**src/hdl/adc_ctrl_pkg.sv**
```systemverilog
// Package: constants and types for the dual converter control block
package adc_ctrl_pkg;

	localparam int SAMPLE_W      = 14;
	localparam int DIV_MAX       = 8;
	localparam int DIV_W         = 3;
	localparam int PIPE_LATENCY  = 10;

	// Clock rate and stabilizer timing
	localparam int CLK_MHZ        = 125;
	localparam int RELOCK_NS      = 1500;
	localparam int RELOCK_CYC     = (RELOCK_NS * CLK_MHZ + 999) / 1000;
	localparam int MIN_FREQ_MHZ   = 40;
	// Greatest sample-clock period, in system cycles, for the loop to work
	localparam int MIN_FREQ_CYC   = CLK_MHZ / MIN_FREQ_MHZ;

	// Register map
	localparam logic [3:0] ADDR_CLK_CTRL  = 4'h0;
	localparam logic [3:0] ADDR_PWR_CTRL  = 4'h1;
	localparam logic [3:0] ADDR_OUT_CTRL  = 4'h2;
	localparam logic [3:0] ADDR_STATUS    = 4'h3;

	// Clock control fields
	localparam int CLK_RATIO_LSB  = 0;
	localparam int CLK_STAB_EN    = 3;
	localparam int CLK_ALIGN_EN   = 4;
	localparam int CLK_ALIGN_ONCE = 5;
	localparam logic [7:0] CLK_CTRL_RST = 8'h08;

	// Power control fields
	localparam int PWR_SLEEP      = 0;
	localparam int PWR_STANDBY    = 1;
	localparam logic [7:0] PWR_CTRL_RST = 8'h00;

	// Output control fields
	localparam int OUT_FMT_LSB    = 0;
	localparam int OUT_FLOAT_A    = 2;
	localparam int OUT_FLOAT_B    = 3;
	localparam logic [7:0] OUT_CTRL_RST = 8'h01;

	typedef enum logic [1:0] {
		FMT_OFFSET = 2'b00,
		FMT_TWOS   = 2'b01,
		FMT_GRAY   = 2'b10
	} fmt_t;

	typedef enum logic [2:0] {
		PWR_RUN   = 3'b001,
		PWR_STBY  = 3'b010,
		PWR_DOWN  = 3'b100
	} pwr_state_t;

endpackage : adc_ctrl_pkg

```
**src/hdl/sample_if.sv**
```systemverilog
// Interface: sample stream from formatter to output stage
`timescale 1ns/10ps
interface sample_if;
	import adc_ctrl_pkg::*;
	logic [SAMPLE_W-1:0] code_a;
	logic [SAMPLE_W-1:0] code_b;
	logic                over_a;
	logic                over_b;
	logic                strobe;
	modport src (output code_a, code_b, over_a, over_b, strobe);
	modport dst (input  code_a, code_b, over_a, over_b, strobe);
endinterface : sample_if

```
**src/hdl/adc_ctrl.sv**
```systemverilog
// Module: clock divider, stabilizer, power and output control
//
// Function
// [RULE1] Sample clock is the input clock divided by a ratio of one to eight.
// [RULE2] Duty stabilizer is enabled from reset without any write.
// [RULE3] Two bits choose realign on every strobe or only first after write.
// [RULE4] An accepted strobe returns the divider to its initial count.
// [RULE5] Stabilizer makes the falling edge land at half period; rise untouched.
// [RULE6] Stabilizer loop counts as not working below the minimum frequency.
// [RULE7] After a rate change the loop is bypassed through a relock interval.
// [RULE8] Sleep bit or sleep pin high powers down and floats the drivers.
// [RULE9] Sleep pin low returns the converter to normal operation.
// [RULE10] Standby keeps the reference powered for a faster wake-up.
// [RULE11] Output code format is offset binary, two's complement or Gray.
// [RULE12] Float pin low enables drivers, high floats them; slow control only.
// [RULE13] A bit per channel floats that channel's data outputs.
// [RULE14] With one channel off, the other appears on both clock halves.
// [RULE15] Samples appear a fixed ten sample clocks after capture.
// [RULE16] Overrange flag is delayed by the same latency as its sample.
// [RULE17] Two's complement is default; zero maps to midscale code.
// [RULE18] Beyond full scale saturates at extreme code with the flag high.
// [RULE19] A forwarded data clock goes out beside the data.
// [RULE20] Each sample is taken on the rising sample clock edge.
// [RULE21] Alignment strobe is synchronised before acting on the divider.
// [RULE22] Effective sleep and driver disable are ORs of pin and bits.
// [RULE23] Channel one is valid at one clock edge, channel two at the other.
//
// Local design decisions: strobed register access and the address map.
`timescale 1ns/10ps
module adc_ctrl
	import adc_ctrl_pkg::*;
#(
	parameter int RELOCK_CYCLES = RELOCK_CYC
) (
	// Clock and reset
	input  wire logic                clk_i,
	input  wire logic                srst_i,
	// Register port
	input  wire logic [3:0]          reg_addr_i,
	input  wire logic [7:0]          reg_wdata_i,
	input  wire logic                reg_wr_i,
	input  wire logic                reg_rd_i,
	output logic      [7:0]          reg_rdata_o,
	// Pins
	input  wire logic                sleep_request_i,
	input  wire logic                output_float_request_i,
	input  wire logic                align_strobe_i,
	// Quantizer results, signed, one per channel
	input  wire logic [SAMPLE_W:0]   raw_a_i,
	input  wire logic [SAMPLE_W:0]   raw_b_i,
	// Sample clock and power status
	output logic                     sample_clk_o,
	output logic                     sample_stb_o,
	output logic                     stab_active_o,
	output logic                     powered_down_o,
	output logic                     reference_on_o,
	// Output port
	output logic      [SAMPLE_W-1:0] data_o,
	output logic      [SAMPLE_W-1:0] data_oe_o,
	output logic                     over_o,
	output logic                     over_oe_o,
	output logic                     forwarded_data_clock_o,
	output logic                     forwarded_data_clock_oe_o
);

	localparam logic [SAMPLE_W:0] POS_FS = (SAMPLE_W+1)'(2**(SAMPLE_W-1) - 1);
	localparam logic [SAMPLE_W:0] NEG_FS = ~POS_FS;
	localparam logic [SAMPLE_W-1:0] MSB_BIT =
		SAMPLE_W'(2**(SAMPLE_W-1));

	// Registers
	logic [7:0]       clk_ctrl_ff;
	logic [7:0]       pwr_ctrl_ff;
	logic [7:0]       out_ctrl_ff;
	logic             align_armed_ff;
	logic [2:0]       sleep_sync_ff;
	logic [2:0]       float_sync_ff;
	logic [2:0]       align_sync_ff;
	logic             sleep_pin_ff;
	logic             float_pin_ff;
	logic             align_lvl_ff;
	logic [DIV_W-1:0] div_cnt_ff;
	logic             sclk_ff;
	logic [DIV_W-1:0] ratio_ff;
	logic [15:0]      relock_ff;
	logic             half_ff;
	logic [SAMPLE_W-1:0] data_ff;
	logic             over_ff;
	logic             dclk_ff;
	logic             rd_valid_ff;
	logic [7:0]       rdata_ff;
	pwr_state_t       pwr_ff;
	pwr_state_t       nxt_pwr;

	// Decode
	wire wr_clk  = reg_wr_i && (reg_addr_i == ADDR_CLK_CTRL);
	wire wr_pwr  = reg_wr_i && (reg_addr_i == ADDR_PWR_CTRL);
	wire wr_out  = reg_wr_i && (reg_addr_i == ADDR_OUT_CTRL);
	wire [DIV_W-1:0] ratio_m1 = clk_ctrl_ff[CLK_RATIO_LSB +: DIV_W];
	wire stab_en  = clk_ctrl_ff[CLK_STAB_EN];
	wire align_en = clk_ctrl_ff[CLK_ALIGN_EN];
	wire align_once = clk_ctrl_ff[CLK_ALIGN_ONCE];
	fmt_t fmt;
	assign fmt = fmt_t'(out_ctrl_ff[OUT_FMT_LSB +: 2]);

	// Register file
	always_ff @(posedge clk_i) begin
		if (srst_i) begin
			clk_ctrl_ff <= CLK_CTRL_RST; // [RULE2]
			pwr_ctrl_ff <= PWR_CTRL_RST;
			out_ctrl_ff <= OUT_CTRL_RST; // [RULE17]
		end else begin
			if (wr_clk) clk_ctrl_ff <= reg_wdata_i;
			if (wr_pwr) pwr_ctrl_ff <= reg_wdata_i;
			if (wr_out) out_ctrl_ff <= reg_wdata_i;
		end
	end

	// Pin synchronisers; a change counts once stages two and three agree
	always_ff @(posedge clk_i) begin
		if (srst_i) begin
			sleep_sync_ff <= 3'h0;
			float_sync_ff <= 3'h0;
			align_sync_ff <= 3'h0;
			sleep_pin_ff  <= 1'b0;
			float_pin_ff  <= 1'b0;
			align_lvl_ff  <= 1'b0;
		end else begin
			sleep_sync_ff <= {sleep_sync_ff[1:0], sleep_request_i};
			float_sync_ff <= {float_sync_ff[1:0], output_float_request_i};
			align_sync_ff <= {align_sync_ff[1:0], align_strobe_i}; // [RULE21]
			if (sleep_sync_ff[1] == sleep_sync_ff[2])
				sleep_pin_ff <= sleep_sync_ff[2];
			if (float_sync_ff[1] == float_sync_ff[2])
				float_pin_ff <= float_sync_ff[2];
			if (align_sync_ff[1] == align_sync_ff[2])
				align_lvl_ff <= align_sync_ff[2];
		end
	end

	wire align_rise = (align_sync_ff[1] == align_sync_ff[2]) &&
	                  align_sync_ff[2] && !align_lvl_ff;
	// Accepted strobe: every one, or only the first after a write
	wire align_take = align_rise && align_en &&
	                  (!align_once || align_armed_ff); // [RULE3]

	always_ff @(posedge clk_i) begin
		if (srst_i) begin
			align_armed_ff <= 1'b0;
		end else if (wr_clk) begin
			align_armed_ff <= 1'b1; // [RULE3]
		end else if (align_take) begin
			align_armed_ff <= 1'b0;
		end
	end

	// Power state
	wire sleep_eff = sleep_pin_ff || pwr_ctrl_ff[PWR_SLEEP]; // [RULE22]
	always_comb begin
		case (pwr_ff)
			PWR_RUN, PWR_STBY, PWR_DOWN: begin
				if (sleep_eff)
					nxt_pwr = PWR_DOWN; // [RULE8]
				else if (pwr_ctrl_ff[PWR_STANDBY])
					nxt_pwr = PWR_STBY; // [RULE10]
				else
					nxt_pwr = PWR_RUN; // [RULE9]
			end
			default: nxt_pwr = PWR_RUN;
		endcase
	end

	always_ff @(posedge clk_i) begin
		if (srst_i) pwr_ff <= PWR_RUN;
		else        pwr_ff <= nxt_pwr;
	end

	wire running = (pwr_ff == PWR_RUN);
	assign powered_down_o = (pwr_ff == PWR_DOWN);
	assign reference_on_o = (pwr_ff != PWR_DOWN); // [RULE10]

	// Divider: sample clock rises when the count wraps to its start
	wire div_wrap = (div_cnt_ff == ratio_m1);
	wire ratio_chg = (ratio_ff != ratio_m1);
	always_ff @(posedge clk_i) begin
		if (srst_i || !running) begin
			div_cnt_ff <= '0;
			sclk_ff    <= 1'b0;
		end else if (align_take) begin
			div_cnt_ff <= '0; // [RULE4]
			sclk_ff    <= 1'b0;
		end else begin
			div_cnt_ff <= div_wrap ? '0 : div_cnt_ff + 1'b1; // [RULE1]
			sclk_ff    <= div_wrap;
		end
	end

	// Rising sampling edge
	assign sample_stb_o = sclk_ff; // [RULE20]

	// Half-period mark for the regenerated falling edge
	wire [DIV_W:0] ratio_n = {1'b0, ratio_m1} + 1'b1;
	wire [DIV_W:0] half_pt = ratio_n >> 1;
	wire at_half = ({1'b0, div_cnt_ff} == half_pt);
	// Loop works only while a sample period is short enough
	wire fast_enough = (32'(ratio_n) <= MIN_FREQ_CYC); // [RULE6]

	// Relock interval after any ratio change
	always_ff @(posedge clk_i) begin
		if (srst_i) begin
			ratio_ff  <= '0;
			relock_ff <= '0;
		end else begin
			ratio_ff <= ratio_m1;
			if (ratio_chg || !running)
				relock_ff <= 16'(RELOCK_CYCLES); // [RULE7]
			else if (relock_ff != 16'h0000)
				relock_ff <= relock_ff - 16'h0001;
		end
	end

	assign stab_active_o = stab_en && fast_enough && running && !ratio_chg &&
	                       (relock_ff == 16'h0000); // [RULE7]

	// Internal clock: with stabilizer, high for half the period
	always_ff @(posedge clk_i) begin
		if (srst_i || !running) begin
			half_ff <= 1'b0;
		end else if (sclk_ff) begin
			half_ff <= 1'b1; // [RULE5]
		end else if (at_half || ratio_n == 4'h1) begin
			half_ff <= 1'b0; // [RULE5]
		end
	end
	// Bypassed: the raw single-cycle pulse sets the high time
	assign sample_clk_o = stab_active_o ? half_ff : sclk_ff; // [RULE5]

	// Formatting: saturate, then map to the chosen code
	function automatic logic [SAMPLE_W:0] sat(input logic [SAMPLE_W:0] v);
		if ($signed(v) > $signed(POS_FS))      sat = POS_FS; // [RULE18]
		else if ($signed(v) < $signed(NEG_FS)) sat = NEG_FS;
		else                                   sat = v;
	endfunction : sat

	function automatic logic [SAMPLE_W-1:0] fmt_code(
		input logic [SAMPLE_W:0] v, input fmt_t f);
		logic [SAMPLE_W-1:0] tc;
		logic [SAMPLE_W-1:0] ob;
		logic [SAMPLE_W:0]   sv;
		sv = sat(v);
		tc = sv[SAMPLE_W-1:0];
		ob = tc ^ MSB_BIT;
		case (f)
			FMT_OFFSET: fmt_code = ob; // [RULE11]
			FMT_GRAY:   fmt_code = ob ^ (ob >> 1);
			default:    fmt_code = tc; // [RULE17]
		endcase
	endfunction : fmt_code

	wire ovr_a = ($signed(raw_a_i) > $signed(POS_FS)) ||
	             ($signed(raw_a_i) < $signed(NEG_FS)); // [RULE18]
	wire ovr_b = ($signed(raw_b_i) > $signed(POS_FS)) ||
	             ($signed(raw_b_i) < $signed(NEG_FS));

	// Pipeline
	sample_if fmt_bus ();
	sample_if pipe_bus ();
	assign fmt_bus.code_a = fmt_code(raw_a_i, fmt);
	assign fmt_bus.code_b = fmt_code(raw_b_i, fmt);
	assign fmt_bus.over_a = ovr_a;
	assign fmt_bus.over_b = ovr_b;
	assign fmt_bus.strobe = sclk_ff;

	sample_pipe #(
		.DEPTH (PIPE_LATENCY)
	) u_pipe (
		.clk_i  (clk_i),
		.srst_i (srst_i),
		.adv_i  (sclk_ff), // [RULE15] [RULE16]
		.in_if  (fmt_bus),
		.out_if (pipe_bus)
	);

	// Output drive: channel two on rising half, channel one on falling
	wire float_a = float_pin_ff || out_ctrl_ff[OUT_FLOAT_A]; // [RULE22]
	wire float_b = float_pin_ff || out_ctrl_ff[OUT_FLOAT_B];
	wire drv_on  = !float_pin_ff && (pwr_ff != PWR_DOWN); // [RULE12] [RULE8]
	wire use_b   = (half_ff && !float_b) || float_a; // [RULE14] [RULE23]
	wire any_on  = drv_on && !(float_a && float_b); // [RULE13]

	always_ff @(posedge clk_i) begin
		if (srst_i) begin
			data_ff <= '0;
			over_ff <= 1'b0;
			dclk_ff <= 1'b0;
		end else begin
			data_ff <= use_b ? pipe_bus.code_b : pipe_bus.code_a;
			over_ff <= use_b ? pipe_bus.over_b : pipe_bus.over_a;
			dclk_ff <= half_ff; // [RULE19]
		end
	end

	assign data_o    = data_ff;
	assign over_o    = over_ff;
	assign data_oe_o = {SAMPLE_W{any_on}};
	assign over_oe_o = any_on;
	assign forwarded_data_clock_o    = dclk_ff;
	assign forwarded_data_clock_oe_o = drv_on; // [RULE19]

	// Read port
	wire [7:0] status = {5'h00, stab_active_o, align_armed_ff,
	                     powered_down_o};
	wire [7:0] rd_mux =
		(reg_addr_i == ADDR_CLK_CTRL) ? clk_ctrl_ff :
		(reg_addr_i == ADDR_PWR_CTRL) ? pwr_ctrl_ff :
		(reg_addr_i == ADDR_OUT_CTRL) ? out_ctrl_ff :
		(reg_addr_i == ADDR_STATUS)   ? status      : 8'h00;

	always_ff @(posedge clk_i) begin
		if (srst_i) begin
			rd_valid_ff <= 1'b0;
			rdata_ff    <= 8'h00;
		end else begin
			rd_valid_ff <= reg_rd_i;
			rdata_ff    <= reg_rd_i ? rd_mux : 8'h00;
		end
	end
	assign reg_rdata_o = rd_valid_ff ? rdata_ff : 8'h00;

endmodule : adc_ctrl

```
**src/hdl/sample_pipe.sv**
```systemverilog
// Module: fixed-latency delay line for both channels
`timescale 1ns/10ps
module sample_pipe
	import adc_ctrl_pkg::*;
#(
	parameter int DEPTH = PIPE_LATENCY
) (
	// Clock and reset
	input  wire logic       clk_i,
	input  wire logic       srst_i,
	// Sample stroke
	input  wire logic       adv_i,
	// Streams
	sample_if.dst           in_if,
	sample_if.src           out_if
);
	localparam int W = 2 * SAMPLE_W + 2;

	logic [W-1:0] stage_ff [DEPTH];

	// One shift per sample clock, for data and flag alike
	genvar g;
	generate
		for (g = 0; g < DEPTH; g++) begin : g_stage
			if (g == 0) begin : g_head
				always_ff @(posedge clk_i) begin
					if (srst_i) begin
						stage_ff[g] <= '0;
					end else if (adv_i) begin
						stage_ff[g] <= {in_if.over_b, in_if.over_a,
						                in_if.code_b, in_if.code_a};
					end
				end
			end else begin : g_tail
				always_ff @(posedge clk_i) begin
					if (srst_i) begin
						stage_ff[g] <= '0;
					end else if (adv_i) begin
						stage_ff[g] <= stage_ff[g-1];
					end
				end
			end
		end
	endgenerate

	assign out_if.code_a = stage_ff[DEPTH-1][SAMPLE_W-1:0];
	assign out_if.code_b = stage_ff[DEPTH-1][2*SAMPLE_W-1:SAMPLE_W];
	assign out_if.over_a = stage_ff[DEPTH-1][2*SAMPLE_W];
	assign out_if.over_b = stage_ff[DEPTH-1][2*SAMPLE_W+1];
	assign out_if.strobe = adv_i;

endmodule : sample_pipe
```
**config.mk**
```make
export PLATFORM = sky130hd
export DESIGN_NAME = adc_ctrl
export DESIGN_NICKNAME = d
export VERILOG_FILES = /design/src/hdl/adc_ctrl_pkg.sv /design/src/hdl/sample_if.sv /design/src/hdl/adc_ctrl.sv /design/src/hdl/sample_pipe.sv
export SDC_FILE = /design/constraint.sdc
export NUM_CORES = 1
export LEC_CHECK = 0
export BUFFER_PORTS_ARGS = -buffer_cell sky130_fd_sc_hd__buf_2
export CAP_MARGIN = 20
export CORE_MARGIN = 2
export CORE_UTILIZATION = 30
export DETAILED_ROUTE_END_ITERATION = 6
export PLACE_DENSITY = 0.53
export SYNTH_ARGS = -nofsm -noshare
export SYNTH_HDL_FRONTEND = slang
export SYNTH_SLANG_ARGS = --single-unit
```
**constraint.sdc**
```tcl
create_clock -name clk_i -period 8.3 [get_ports clk_i]
set_input_delay 1.66 -clock clk_i [delete_from_list [all_inputs] [get_ports clk_i]]
set_output_delay 1.66 -clock clk_i [all_outputs]
set_load 0.01 [all_outputs]
```
Yosys cells after proc, flatten, opt, wreduce, memory -nomap -nowiden
Memories as Yosys holds them, arrays and structs flattened.
Cells that the tools add are included.
Operators by class
  add/subtract/negate cells: 3
  multiply operators: 0
  divide/modulo/power cells: 0
  magnitude comparators: 5
  eq/ne operators: 15
  shift operators: 0
  muxes and demuxes: 37
  bitwise logic cells: 16
  reductions and logical operators: 46
Operators with widths (number)
  2-to-1 mux 30 bit: 10
  2-to-1 mux 14 bit: 5
  one-hot mux 14 bit (2 select lines): 2
  2-to-1 mux 8 bit: 6
  greater-than comparator 15 x 14 -> 1 bit (second input constant): 2
  < comparator 15 x 14 -> 1 bit (second input constant): 2
  bitwise XOR 14 x 13 -> 14 bit: 2
  zero test 16 bit: 1
  nonzero test 16 bit: 1
  subtractor 16 x 1 -> 16 bit (second input constant): 1
  logical AND 1 bit: 15
  2-to-1 mux 1 bit: 11
  logical OR 1 bit: 10
  OR 1 bit: 10
  OR reduction 3 bit: 3
  equality test 4 x 1 -> 1 bit (second input constant): 2
  equality test 4 x 2 -> 1 bit (second input constant): 2
  OR reduction 2 bit: 4
  zero test 1 bit: 7
  equality test 3 bit: 2
  2-to-1 mux 3 bit: 2
  nonzero test 2 bit: 3
  adder 3 x 1 -> 4 bit (second input constant): 1
  less-or-equal comparator 4 x 2 -> 1 bit (second input constant): 1
  other kinds (12): 17
Word-level totals
  flip-flop bits (word level): 89
  bits in latches: 0
  memory bits (writable): 300
  ROM bits: 0
  input port bits: 49
  output and inout bits: 45
  word-level logic and storage cells: 146
  memories: 1
Memory list
  u_pipe.stage_ff: depth 10, width 30, read ports 10, clocked after Yosys merged registers in 0, wr ports 10, RTL line sample_pipe.sv:19  | logic [W-1:0] stage_ff [DEPTH];

Depth between registers and ports, before layout
  depth after elaboration: 10
  gate-level depth with buffers: 7
  gate-level depth less buffers: 7

By module
A second synthesis with hierarchy kept.
Unflattened totals
  cell total of the unflattened synthesis: 1236
  area, all modules: 16746.1 um^2
Modules (own cells, without submodules)
  sample_pipe: times used 1, cells each 696, area an instance 12187.9 um^2, seq. area each 9008.6 um^2
  adc_ctrl: times used 1, cells each 540, area an instance 4558.1 um^2, seq. area each 1781.7 um^2

Worst setup path after synthesis
No wires, ideal clock.
  path type: input port to flip-flop
  start point: in srst_i
  end point: mem u_pipe.stage_ff[0][0] (netlist bit), enable pin
  setup time: 0.538 ns
  arrival time: 5.848 ns
  data required time: 7.762 ns
  setup slack: 1.914 ns
  stages on the path: 3
  path buffers: 2
  cells stage by stage: clkbuf_1 -> clkbuf_1 -> or2_2
RTL lines
  start: declaration: RTL line adc_ctrl.sv:37  | input wire logic srst_i,
  end: declaration: RTL line sample_pipe.sv:19

Final worst setup path
  start point: reg relock_ff[0]
  end point: out sample_clk_o
On the way
  cells in the longest elaborated chain, start to end: 3
RTL lines
  start: declaration: RTL line adc_ctrl.sv:85  | logic [15:0] relock_ff;
  start signal: assignment: RTL line adc_ctrl.sv:216  | relock_ff <= 16'(RELOCK_CYCLES);
  start signal: assignment: RTL line adc_ctrl.sv:218  | relock_ff <= relock_ff - 16'h0001;
  zero test 16 bit: RTL line adc_ctrl.sv:223  | (relock_ff == 16'h0000);
  logical AND 1 bit: RTL line adc_ctrl.sv:222  | assign stab_active_o = stab_en && fast_enough && running && !ratio_chg &&
  2-to-1 mux 1 bit: RTL line adc_ctrl.sv:236  | assign sample_clk_o = stab_active_o ? half_ff : sclk_ff;
  end: declaration: RTL line adc_ctrl.sv:52  | output logic sample_clk_o,
No other way between the ends.

==> out/results.tsv <==
stage	metric	value	unit
clock_tree	cts bufs inserted	40	
clock_tree	H-tree Lvls	2	
logic_synthesis	Cell Area, Synth	15400	um^2
pwr	Design Power	4.57	mW
logic_synthesis	Synth top area share	0.587	
clock_tree	clock latency on the worst-skew pair	0.53	ns
sta	max_slew headroom	0.271	
layout	Non-Filler Instances	1920	
floorplan	Die Area	53000	um^2
layout	commonest cells after routing, fill and taps aside	edfxtp_1, and2_1, buf_2	
clock_tree	CTS hold repair buffers	0	
critical_path	Worst setup EP type	output pin	
sta	final hold vios	0	
global_routing	initial antenna violation count	0	
clock_tree	CTS tree	yes	
logic_synthesis	post-synthesis simple-gate area fraction	0.184	
logic_synthesis	mean area per synthesized cell	13.4	um^2
clock_tree	CTS max path bufs	3	
global_routing	pin count of the biggest net entering global routing	273	
place	HPWL after DPL	12900	um
global_routing	Overall Global Routing Usage	0.0849	
outcome	status	complete, no violations	
pwr	P_leak	6.88	nW
detailed_routing	Via density	4.17	
layout	Area Overhead vs Synth	15.4	%
floorplan	# IOs	94	
sta	crit path time final	4.32	ns
layout	most common cell after layout, fill and taps aside	edfxtp_1	
global_routing	GRT overflow	0	
sta	Slew Viols, Final	0	
clock_tree	Post-CTS Setup Repair Bufs	0	
logic_synthesis	Syn Nets	1203	
place	DP Cell Count	1846	
layout	NumNets Final	1271	
place	Routability Congestion	0.793	
logic_synthesis	Post-synth EDFFs	300	
clock_tree	post_cts resized	0	
clock_tree	clk root buf	clkbuf_16	
global_routing	first-pass GRT wire length	38100	um
place	Place WS	3.77	ns
clock_tree	clock transition at the registers of the reported paths	0.06	ns
sta	hold_ws	0.434	ns
logic_synthesis	largest cells by area after synthesis	edfxtp_1, dfxtp_1, and2_1	
sta	final setup vio count	0	
sta	Tcrit/Tclk final	0.521	
logic_synthesis	Synth Area in Adders	0.00489	
critical_path	FF-to-FF Start	sample_stb_o	
logic_synthesis	largest family of logic cells by synthesized area	simple AND/OR/NAND/NOR gates	
floorplan	Initial Utilization	0.305	
global_routing	vias in the first global route	7543	
detailed_routing	DRC errors left	0	
logic_synthesis	#FFs+latches synth	389	
logic_synthesis	Compound-Gate Fraction of Synth Area	0.0464	
logic_synthesis	multiplexer share of the synthesized area	0.0217	
pwr	P per Cell Area	258	nW/um^2
logic_synthesis	Synth cell types	56	
critical_path	crit path max fanout	5	
critical_path	critical path class	reg2out	
flow_run	max cap viols	0	
logic_synthesis	count of warnings emitted by yosys	0	
critical_path	CP Launch Type	register	
layout	share of layout cells above drive strength 1	0.139	
layout	design area	17700	um^2
sta	clock skew	0.0123	ns
place	dpl cell area	16400	um^2
critical_path	Crit. Startpoint	relock_ff[0]	
clock_tree	CTS Sinks	389	
floorplan	Core ar.	50400	um^2
detailed_routing	initial DRC count	611	
logic_synthesis	predominant post-synthesis flop cell	edfxtp_1	
layout	Final Util	0.352	
sta	RSZ-0062 raised after global routing	false	
sta	Final Worst Setup Slack	3.98	ns
sta	f_max	0.231	GHz
detailed_routing	drt first pass iters	5	
logic_synthesis	fraction of registers with async set/reset	0	
sta	Worst-Margin Slew	1.09	ns
sta	Setup TNS Final	0	ns
hold_path	beginning of the worst hold path	sleep_sync_ff[0]	
floorplan	Die Y	230	um
detailed_routing	total wire length	22700	um
detailed_routing	routed len/inst	11.8	um
logic_synthesis	top cell type by total area after synthesis	edfxtp_1	
detailed_routing	Final ANT Viol Nets	0	
logic_synthesis	Post-Synthesis Cells	1148	
floorplan	# rows	82	
hold_path	type of the tightest min-delay check	reg2reg	
floorplan	Die W	230	um
pwr	Max VDD drop	0.000119	V
critical_path	Worst Path Required	6.64	ns
logic_synthesis	part of the Yosys area used for sequential elements	0.703	
critical_path	crit path DAT	2.66	ns
layout	# diodes	0	
detailed_routing	DR vias	7999	
place	number of port buffers	93	
logic_synthesis	XOR/XNOR share of the synthesized area	0.0148	
## area by class of cell
cell class                 instances  area [um^2]
multi-input combinational        670         4190
sequential                       389        10800
timing repair buffer             104          573
clock buffer                      54         1110
tap                              672          841
inverter                          11         41.3
fill                            4885        32700
clock inverter                    20          173
## cell usage after synthesis (10+ instances only)
library cell / number
mux2i_1: 31
clkbuf_1: 62
buf_4: 14
nand2b_1: 10
a21oi_1: 51
inv_1: 11
edfxtp_1: 300
a211oi_1: 28
xor2_1: 12
and2_1: 279
nand3_1: 13
xnor2_1: 14
dfxtp_1: 89
nor2_1: 92
nor2b_1: 17
nand2_1: 18
nor3_1: 32
## state kept, by name, summed over array words and instances, names as in the netlist
register and count:
u_pipe.stage_ff 300, relock_ff 16, data_o 14, clk_ctrl_ff 8, out_ctrl_ff 8, pwr_ctrl_ff 8, rdata_ff 8, align_sync_ff 3
div_cnt_ff 3, float_sync_ff 3, pwr_ff 3, ratio_ff 3, sleep_sync_ff 3, align_armed_ff 1, align_lvl_ff 1, float_pin_ff 1
forwarded_data_clock_o 1, half_ff 1, over_o 1, rd_valid_ff 1, sample_stb_o 1, sleep_pin_ff 1
## metal layers
layer  vias to the layer above  track usage  share of wire  wire length, um
li1                       4151            -              -                -
met1                      3658        0.122           0.51            11700
met5                         -            0              0                0
met4                         0       0.0300          0.024              556
met3                        51       0.0203          0.046             1050
met2                       139        0.125           0.41             9420
## worst max-delay path, stage by stage, from the launching register on
cell	delay, ns
dfxtp_1	0.33
inv_1	0.08
ha_1	0.14
or4b_1	0.50
nor3_2	0.32
nand2_4	0.13
nor2_4	0.14
mux2_1	0.35
buf_2	0.15
## power by group
part	internal, mW	total (mW)	leakage [nW]	switching (mW)
clock network	1.04	1.74	0.629	0.708
registers	2.29	2.35	4.02	0.0652
logic	0.191	0.471	2.23	0.280
total	3.52	4.57	6.88	1.05
## final timing paths
kind	cells past startpoint	slack [ns]	endpoint
max reg2reg	2	5.65	u_pipe.stage_ff[0][8]
min reg2reg	1	0.43	sleep_sync_ff[1]
max	8	3.98	sample_clk_o
min	1	0.43	sleep_sync_ff[1]
## kinds of logic after synthesis
family | count (synthesis)
compound gates | 112
xor+xnor | 26
fa+ha+maj | 6
buf+inv | 89
flops | 389
mux | 33
simple gates | 493
(Power assumes the default switching activity.)
